## config.mk

```make
export PLATFORM = sky130hd
export DESIGN_NAME = evpd_top
export DESIGN_NICKNAME = d
export VERILOG_FILES = /design/src/evpd_pkg.sv /design/src/evpd_prio.sv /design/src/evpd_top.sv
export VERILOG_INCLUDE_DIRS = /design/src
export SDC_FILE = /design/constraint.sdc
export NUM_CORES = 1
export LEC_CHECK = 0
export BUFFER_PORTS_ARGS = -buffer_cell sky130_fd_sc_hd__buf_2
export CAP_MARGIN = 20
export CORE_MARGIN = 3
export CORE_UTILIZATION = 25
export CTS_BUF_LIST = sky130_fd_sc_hd__clkbuf_16
export CTS_CLUSTER_DIAMETER = 100
export DETAILED_ROUTE_END_ITERATION = 8
export SETUP_SLACK_MARGIN = 0.2
export SLEW_MARGIN = 0
export SYNTH_ARGS = -nofsm -noshare
export SYNTH_HDL_FRONTEND = slang
export SYNTH_SLANG_ARGS = --single-unit
export TNS_END_PERCENT = 50
```

## constraint.sdc

```tcl
create_clock -name clk -period 7.2 [get_ports clk]
set_clock_uncertainty 0.1 [all_clocks]
set_input_delay 0.72 -clock clk [delete_from_list [all_inputs] [get_ports clk]]
set_output_delay 0.72 -clock clk [all_outputs]
set_load 0.03 [all_outputs]
```

## src/evpd_defs.svh

```systemverilog
// Constants of the exception vector priority decoder
`ifndef EVPD_DEFS_SVH
`define EVPD_DEFS_SVH

// ----------------------------------------------------------------
// Register map (byte addresses)
// ----------------------------------------------------------------
`define EVPD_OFF_VBASE  4'h0
`define EVPD_OFF_LAST   4'h4
`define EVPD_OFF_LIVE   4'h8

// ----------------------------------------------------------------
// Reset values, vector encodings and masked table sizes
// ----------------------------------------------------------------
`define EVPD_VBASE_RST  8'hff
`define EVPD_BDM_BASE   8'hff
`define EVPD_LO_SPUR    8'h80
`define EVPD_LO_FIRST   8'h82
`define EVPD_LO_XIRQ    8'hf4
`define EVPD_LO_SWI     8'hf6
`define EVPD_LO_TRAP    8'hf8
`define EVPD_VEC_POR    16'hfffe
`define EVPD_VEC_CLKMON 16'hfffc
`define EVPD_VEC_WDOG   16'hfffa
`define EVPD_NMASK      57
`define EVPD_IDXW       6

`endif

```

## src/evpd_pkg.sv

```systemverilog
// Types shared by the exception vector priority decoder
package evpd_pkg;

    // Non-masked-class requests travelling together
    typedef struct packed {
        logic rst_por;     // Pin, power-on or illegal-address reset
        logic rst_clkmon;  // Clock monitor reset
        logic rst_wdog;    // Watchdog timeout reset
        logic trap;        // Unimplemented opcode trap
        logic software_trap_request;         // Software trap or debug vector request
        logic xirq;        // Die-link error, high-priority maskable
    } evpd_nm_req_t;

    // CPU side flags and strobe
    typedef struct packed {
        logic vec_req;     // One-cycle vector request
        logic i_mask;      // Interrupt mask flag
        logic x_mask;      // High-priority mask flag
        logic bdm_active;  // Background debug running
    } evpd_cpu_t;

    // Whole state of the top module
    typedef struct packed {
        logic [7:0]  vbase;
        logic [15:0] vec_addr;
        logic        vec_ack;
        logic [15:0] last_vec;
        logic        waitreq;
        logic [31:0] rdata;
    } evpd_state_t;

endpackage

```

## src/evpd_prio.sv

```systemverilog
// Fixed priority finder over the masked-class requests
`timescale 1ns/1ps
`default_nettype none
`include "evpd_defs.svh"
module evpd_prio
    import evpd_pkg::*;
(
    input  wire logic [`EVPD_NMASK-1:0] req,
    input  wire logic [`EVPD_NMASK-1:0] en,
    output logic                         hit,
    output logic [`EVPD_IDXW-1:0]        idx
);

    // ----------------------------------------------------------------
    // Scan upward so the highest index, the highest vector, wins
    // ----------------------------------------------------------------
    always_comb begin
        hit = 1'b0;
        idx = '0;
        for (int i = 0; i < `EVPD_NMASK; i++) begin
            if (req[i] && en[i]) begin  // Needs its peripheral enable
                hit = 1'b1;
                idx = `EVPD_IDXW'(i);   // Later, higher entry overrides
            end
        end
    end

endmodule
`default_nettype wire

```

## src/evpd_top.sv

```systemverilog
// Exception vector priority decoder with Avalon-MM register slave
//
// The Avalon-MM register port and the placing of the registers were decided locally.
`timescale 1ns/1ps
`default_nettype none
`include "evpd_defs.svh"
module evpd_top
    import evpd_pkg::*;
(
    input  wire logic                    clk,
    input  wire logic                    rst,
    // Avalon-MM slave
    input  wire logic [3:0]              avs_address,
    input  wire logic                    avs_read,
    input  wire logic                    avs_write,
    input  wire logic [31:0]             avs_writedata,
    output logic [31:0]                  avs_readdata,
    output logic                         avs_waitrequest,
    // Requests
    input  wire evpd_nm_req_t            nm_req,
    input  wire logic [`EVPD_NMASK-1:0]  irq_req,
    input  wire logic [`EVPD_NMASK-1:0]  irq_en,
    // CPU
    input  wire evpd_cpu_t               cpu,
    output logic [15:0]                  vec_addr,
    output logic                         vec_ack,
    output logic                         wake
);

    // ----------------------------------------------------------------
    // State
    // ----------------------------------------------------------------
    evpd_state_t st_q;   // All registers
    evpd_state_t st_d;   // Next value

    logic                   m_hit;     // Some enabled masked request
    logic [`EVPD_IDXW-1:0]  m_idx;     // Its index
    logic [7:0]             base;      // Upper vector byte in use
    logic                   xirq_eff;  // High-priority request unmasked
    logic                   nm_pend;   // Trap, software or high-priority
    logic                   m_fwd;     // Masked request forwarded
    logic [7:0]             m_lo;      // Low byte of masked vector
    logic [15:0]            winner;    // Live resolved vector
    logic                   acc;       // Bus access in progress
    logic                   wake_run;  // Wake term from live requests

    // ----------------------------------------------------------------
    // Masked-class priority finder
    // ----------------------------------------------------------------
    evpd_prio u_prio (
        .req (irq_req),
        .en  (irq_en),
        .hit (m_hit),
        .idx (m_idx)
    );

    // ----------------------------------------------------------------
    // Live vector resolution
    // ----------------------------------------------------------------
    always_comb begin
        // Debug firmware must find its handlers at a fixed page
        base     = cpu.bdm_active ? `EVPD_BDM_BASE : st_q.vbase;
        xirq_eff = nm_req.xirq && !cpu.x_mask;
        nm_pend  = nm_req.trap || nm_req.software_trap_request || xirq_eff;
        // Masked needs clear mask and nothing stronger pending
        m_fwd    = m_hit && !cpu.i_mask && !nm_pend;
        m_lo     = 8'(`EVPD_LO_FIRST + {1'b0, m_idx, 1'b0});
        // Highest vector address wins
        if (nm_req.rst_por) begin
            winner = `EVPD_VEC_POR;
        end else if (nm_req.rst_clkmon) begin
            winner = `EVPD_VEC_CLKMON;
        end else if (nm_req.rst_wdog) begin
            winner = `EVPD_VEC_WDOG;
        end else if (nm_req.trap) begin
            winner = {base, `EVPD_LO_TRAP};
        end else if (nm_req.software_trap_request) begin
            winner = {base, `EVPD_LO_SWI};
        end else if (xirq_eff) begin
            winner = {base, `EVPD_LO_XIRQ};
        end else if (m_fwd) begin
            winner = {base, m_lo};
        end else begin
            // Request vanished after recognition
            winner = {base, `EVPD_LO_SPUR};
        end
    end

    // ----------------------------------------------------------------
    // Wake-up: pure logic, so it works with the clock gated off
    // ----------------------------------------------------------------
    // Limitation: only requests that stay asserted without a clock help in stop
    always_comb begin
        wake_run = nm_pend || (m_hit && !cpu.i_mask);
    end
    assign wake = wake_run;

    // ----------------------------------------------------------------
    // Next state
    // ----------------------------------------------------------------
    always_comb begin
        st_d         = st_q;
        st_d.vec_ack = 1'b0;
        acc          = avs_read || avs_write;
        // Vector taken at the request edge, never earlier
        if (cpu.vec_req) begin
            st_d.vec_addr = winner;
            st_d.vec_ack  = 1'b1;
            st_d.last_vec = winner;
        end
        // Bus: one wait cycle, then answer for one cycle
        if (acc && st_q.waitreq) begin
            st_d.waitreq = 1'b0;
            if (avs_address == `EVPD_OFF_VBASE) begin
                st_d.rdata = {24'h0, st_q.vbase};
            end else if (avs_address == `EVPD_OFF_LAST) begin
                st_d.rdata = {16'h0, st_q.last_vec};
            end else if (avs_address == `EVPD_OFF_LIVE) begin
                st_d.rdata = {15'h0, wake_run, winner};
            end else begin
                // Unmapped offsets read as zero
                st_d.rdata = 32'h0;
            end
        end else begin
            st_d.waitreq = 1'b1;
            if (avs_write && !st_q.waitreq && avs_address == `EVPD_OFF_VBASE) begin
                st_d.vbase = avs_writedata[7:0];
            end
        end
    end

    // ----------------------------------------------------------------
    // Registers; reset restores the base before any vector fetch
    // ----------------------------------------------------------------
    always_ff @(posedge clk) begin
        if (rst) begin
            st_q.vbase    <= `EVPD_VBASE_RST;
            st_q.vec_addr <= 16'h0;
            st_q.vec_ack  <= 1'b0;
            st_q.last_vec <= 16'h0;
            st_q.waitreq  <= 1'b1;
            st_q.rdata    <= 32'h0;
        end else begin
            st_q <= st_d;
        end
    end

    assign vec_addr        = st_q.vec_addr;
    assign vec_ack         = st_q.vec_ack;
    assign avs_waitrequest = st_q.waitreq;
    assign avs_readdata    = st_q.rdata;

    logic no_rst;  // No reset cause pending
    assign no_rst = !(nm_req.rst_por || nm_req.rst_clkmon || nm_req.rst_wdog);
endmodule
`default_nettype wire

```

== Word level (Yosys, flattened, before mapping) ==
Cells that the tools add are included.

* Register bits after elaboration: 58
* Output and inout port bits: 51

* $add $sub $neg: 1
* Equality and inequality tests: 2
* Multiplexer cells: 126
* Bitwise logic cells: 1
* Reduce and logical (&&, ||, !) cells: 73

{| class="wikitable"
|+ Operators with widths
! operator !! count
|-
| two-way mux 6 bit || 25
|-
| two-way mux 5 bit || 16
|-
| logical AND 1 bit || 63
|-
| two-way mux 1 bit || 59
|-
| two-way mux 17 bit || 3
|-
| two-way mux 16 bit || 3
|-
| two-way mux 8 bit || 5
|-
| two-way mux 32 bit || 1
|-
| two-way mux 4 bit || 8
|-
| two-way mux 3 bit || 4
|-
| adder 8 x 7 -> 8 bit (first input constant) || 1
|-
| == test 4 x 3 -> 1 bit (second input constant) || 1
|-
| == test 4 bit (second input constant) || 1
|-
| zero test 1 bit || 4
|-
| zero test 4 bit || 1
|-
| logical OR 1 bit || 4
|-
| two-way mux 2 bit || 2
|-
| AND reduction 2 bit || 1
|-
| NOT 1 bit || 1
|}

== Logic depth before layout (Yosys ltp) ==
* Depth in word-level cells: 70
* Mapped depth: 13
* Depth with buffers taken out: 13

== Cells and area by module ==
A second synthesis with hierarchy kept.

* Cells, all modules: 459
* Area total of the unflattened synthesis: 3,369.5 µm²

{| class="wikitable"
|+ By module, submodules not included
! module !! times used !! cells each !! area an instance (µm²)
|-
| evpd_top || 1 || 296 || 2,428.6
|-
| evpd_prio || 1 || 163 || 940.9
|}

== Worst setup path before layout ==
No wires, ideal clock.

* Path type: input-to-reg
* From: in irq_req[49]
* To: reg st_q[38] (netlist name)
* Data arrival time: 2.647 ns
* Data required time: 7.014 ns
* Path slack: 4.368 ns
* Stages: 12
* Path buffers: 0
* Cell sequence: nand2_1 a32o_1 a22o_1 a222oi_1 a21oi_1 nor2_2 and2_1 ha_1 nand3_1 xor2_1 o21a_1 a211oi_1

* Cells in the longest elaborated chain, start to end: 18

{| class="wikitable"
|+ RTL lines
! element !! RTL line !! text
|-
| start: declaration || evpd_top.sv:21 || <nowiki>input wire logic [`EVPD_NMASK-1:0] irq_req,</nowiki>
|-
| logical AND 1 bit * || evpd_prio.sv:21 || <nowiki>if (req[i] && en[i]) begin</nowiki>
|-
| branches (longest 10 deep; another with adder 8 x 7 -> 8 bit) || - ||
|-
| two-way mux 8 bit * || evpd_top.sv:81 || <nowiki>end else if (m_fwd) begin</nowiki>
|-
| two-way mux 8 bit * || evpd_top.sv:79 || <nowiki>end else if (xirq_eff) begin</nowiki>
|-
| two-way mux 8 bit * || evpd_top.sv:77 || <nowiki>end else if (nm_req.software_trap_request) begin</nowiki>
|-
| two-way mux 8 bit * || evpd_top.sv:75 || <nowiki>end else if (nm_req.trap) begin</nowiki>
|-
| two-way mux 16 bit * || evpd_top.sv:73 || <nowiki>end else if (nm_req.rst_wdog) begin</nowiki>
|-
| two-way mux 16 bit * || evpd_top.sv:71 || <nowiki>end else if (nm_req.rst_clkmon) begin</nowiki>
|-
| two-way mux 16 bit * || evpd_top.sv:69 || <nowiki>if (nm_req.rst_por) begin</nowiki>
|-
| end signal: assignment || evpd_top.sv:144 || <nowiki>st_q <= st_d;</nowiki>
|-
| end: declaration || evpd_top.sv:33 || <nowiki>evpd_state_t st_q;</nowiki>
|}

Mark *: on every way between the ends.
A chain may end at the register's enable or synchronous reset.

== Worst setup path after layout ==
* From: in irq_req[49]
* To: out wake

* Cells in the longest elaborated chain, start to end: 11

{| class="wikitable"
|+ RTL lines
! element !! RTL line !! text
|-
| logical AND 1 bit || evpd_prio.sv:21 ||
|-
| two-way mux 1 bit (8 in a row) || evpd_prio.sv:21 ||
|-
| logical AND 1 bit || evpd_top.sv:94 || <nowiki>wake_run = nm_pend || (m_hit && !cpu.i_mask);</nowiki>
|-
| logical OR 1 bit || evpd_top.sv:94 ||
|-
| end: declaration || evpd_top.sv:27 || <nowiki>output logic wake</nowiki>
|}

Every way passes these cells.

==> run summary <==
Filler cell count: 1,395
Startpoint kind of the worst setup timing path: input port
RSZ-0062 raised after global routing: false
Most used DFF post-synth: dfxtp_1
Gates resized, CTS repair: 0
Crit path buffers/inverters: 2
Total core area: 12,800 um^2
Root cell of the clock tree: clkbuf_16
Post-detail-place hpwl: 9040 um
Post-detailed-routing wire length: 10,900 um
Top-count cell post-synth: nand2_1
Clock network latency to the later pin of the worst-skew pair: 280 ps
Multi-input combinational cell area: 2070 um^2
Wire length of the first global-routing pass: 16,600 um
Most frequent cells after synthesis: nand2_1 (50), buf_4 (48), nor2_1 (46)
Launching element of the worst setup path: irq_req[49]
Average wire per standard cell: 14.6 um
Kind of cell with the highest combined delay on the critical path: simple AND/OR/NAND/NOR gates
Area leader, netlist: dfxtp_1
Proportion of register bits with asynchronous set or reset after synthesis: 0
CP max stage delay: 420 ps
Number of antenna cells inserted: 0
Maximum number of pins on one net before global-route repair: 40
Crit-path most repeated cell: buf_2
CP Cell Sequence: buf_2 > a22oi_1 > nand4_1 > nor4b_2 > a31oi_1 > nand2b_1 > buf_2
Required time at the endpoint of the critical path: 6380 ps
1st-pass router iterations: 5
Synth top area share: 0.253
Minimum clock period: 3290 ps
Residual DRC: 0
Number of flops mapped to enable cells by yosys: 0
Critical Setup Path Class: input port to output port
Maximum clock rate: 304 MHz
VDD IR-drop max: 0.0961 mV
Total standard cell area after synthesis: 3320 um^2
Endpoints failing hold: 0
Fin. max-slew vios: 0
Count of synthesis-stage warnings from yosys: 0
Final core utilization: 0.327
Worst-path clk slew: 60 ps
Overall die area: 14,700 um^2
Count of standard-cell rows: 41
Leakage: 1.80 nW
Transition at the pin with the smallest max-transition slack: 789 ps
Y dimension of the die: 121 um
Number of levels in the clock H-tree: 2
CTS Buf Count: 5
Vias per Instance: 5.00
Classification of the worst-slack hold path: flop to flop
Area growth syn-to-layout: 25.8%
Max Root-Sink Buffers: 2
Worst Hold Launch: avs_readdata[16]
Sequential element share of the synthesized area: 0.253
Clock Sinks: 42
Share of final-layout standard cells stronger than drive strength 1: 0.347
Max-capacitance violation count: 0
Ports: 215
Antenna-violating nets left: 0
Cells taking the most area after synthesis: dfxtp_1 (25%), buf_4 (11%), nand2_1 (5.7%)
Avg Inst Size Synth: 7.50 um^2
Arrival time worst endpoint: 2470 ps
Layout Cell Area excl Fill: 4170 um^2
Starting density of the core: 0.260
Synthesized flop and latch total: 42
Total number of nets in the final design: 738
Number of standard cells in the final layout excluding fillers: 746
Number of global-route vias before repair: 3,427
Power, Total: 0.000680 W
Kind of end point of the critical path: output port
Total setup buffers inserted after CTS: 0
First DRT Iteration DRCs: 293
Worst max-slew margin expressed relative to the limit: 0.470
Reg-to-reg critical path startpoint: avs_waitrequest
Port Buffer Count: 174
Post-detailed-placement cell area: 4030 um^2
Aggregate global routing overflow: 0
Critical-path cell with the highest stage delay: nor4b_2
Placer congestion estimate: 0.800
Synthesized instance count: 442
Final clock period utilization by the worst path: 0.457
Count of different cell masters after synthesis: 60
X dimension of the die: 121 um
Crit path max fanout: 4
Final-layout setup total negative slack: 0 ps
Sequential cell area: 841 um^2
P per Cell Area: 163 nW/um^2
Initial antenna violation count: 0
Total number of vias: 3,733
Hold buffer count at cts: 0
Cells after DPL: 738
Clock tree from TritonCTS: built
GRT Overall Usage: 0.138
Setup violators final: 0
Outcome: finished clean
-- final timing paths --
| path | to | slack [ps] | cells past startpoint |
|---|---|---|---|
| worst max-delay path | wake | 3910 | 7 |
| worst min-delay path | avs_readdata[16] | 350 | 2 |
| worst max register to register | avs_readdata[6] | 5000 | 5 |
| worst min register to register | avs_readdata[16] | 350 | 2 |
-- cells by family after synthesis --
group / synth area share
and+or+nand+nor: 0.250
AOI/OAI and AO/OA: 0.344
buffers and inverters: 0.140
DFF: 0.253
xor gates and xnor gates: 0.00528
adders and majority gates: 0.00377
other: 0.00113
muxes: 0.00302
-- cells in the final DEF (no fill, tap or decap), types with 3 or more instances in the layout --
cell type  count
buf_2        174
nand2_1       50
nor2_1        46
dfxtp_1       42
a21oi_1       23
a22oi_1       21
o21ai_0       20
conb_1        16
nand3_1       15
nor3_1        13
a211oi_1      12
nor2b_1       10
nand4_1        8
a211o_1        8
a311oi_1       8
inv_1          7
and2_1         7
a22oi_2        6
a31oi_1        6
a32oi_1        6
nand2b_1       5
a32o_1         5
clkbuf_16      5
or3_1          4
a22o_1         3
o211ai_1       3
o21ai_1        3
a222oi_1       3
o21a_1         3
a21o_1         3
-- state kept, by name, indices dropped and copies added (netlist names) --
name	flops
avs_readdata	17
avs_waitrequest	1
st_q	23
vec_ack	1
-- area by class of cell --
type	count	share of cell area
multi-input cells	342	0.496
repair buffers	175	0.211
flip-flops and latches	42	0.202
well taps	172	0.0516
clock buffers	5	0.0300
inverters	7	0.00630
clock inverters	3	0.00390
-- power by group --
group          leakage (nW)  total, W  switching (W)  internal, W
Sequential            0.346  0.000254     0.00000832     0.000245
Clock                0.0672  0.000217      0.0000905     0.000127
Combinational          1.39  0.000209       0.000129    0.0000800
Total                  1.80  0.000680       0.000228     0.000452
-- per-layer routing --
layer,vias to the layer above,routed length (um),share of wire,track usage
li1,1861,-,-,-
met4,0,115,0.011,0.0280
met3,10,746,0.069,0.0270
met1,1746,4430,0.41,0.172
met5,-,0,0,0
met2,116,5570,0.51,0.247
-- through the flow --
step                hold slack, ps  setup slack [ps]
finish                         351              3910
global route                   368              3670
CTS                            353              3880
detailed placement             346              3770
global placement               340              3870
floorplan                      326              4370
-- tightest hold or removal path: cells and delay by family (launching register included) --
| family | cells | cell delay, ps |
|---|---|---|
| flip-flops | 1 | 310 |
| AND/OR/NAND/NOR | 1 | 50 |
| AO/OA/AOI/OAI | 1 | 50 |
Note: power is estimated with default switching activity, not from simulation.
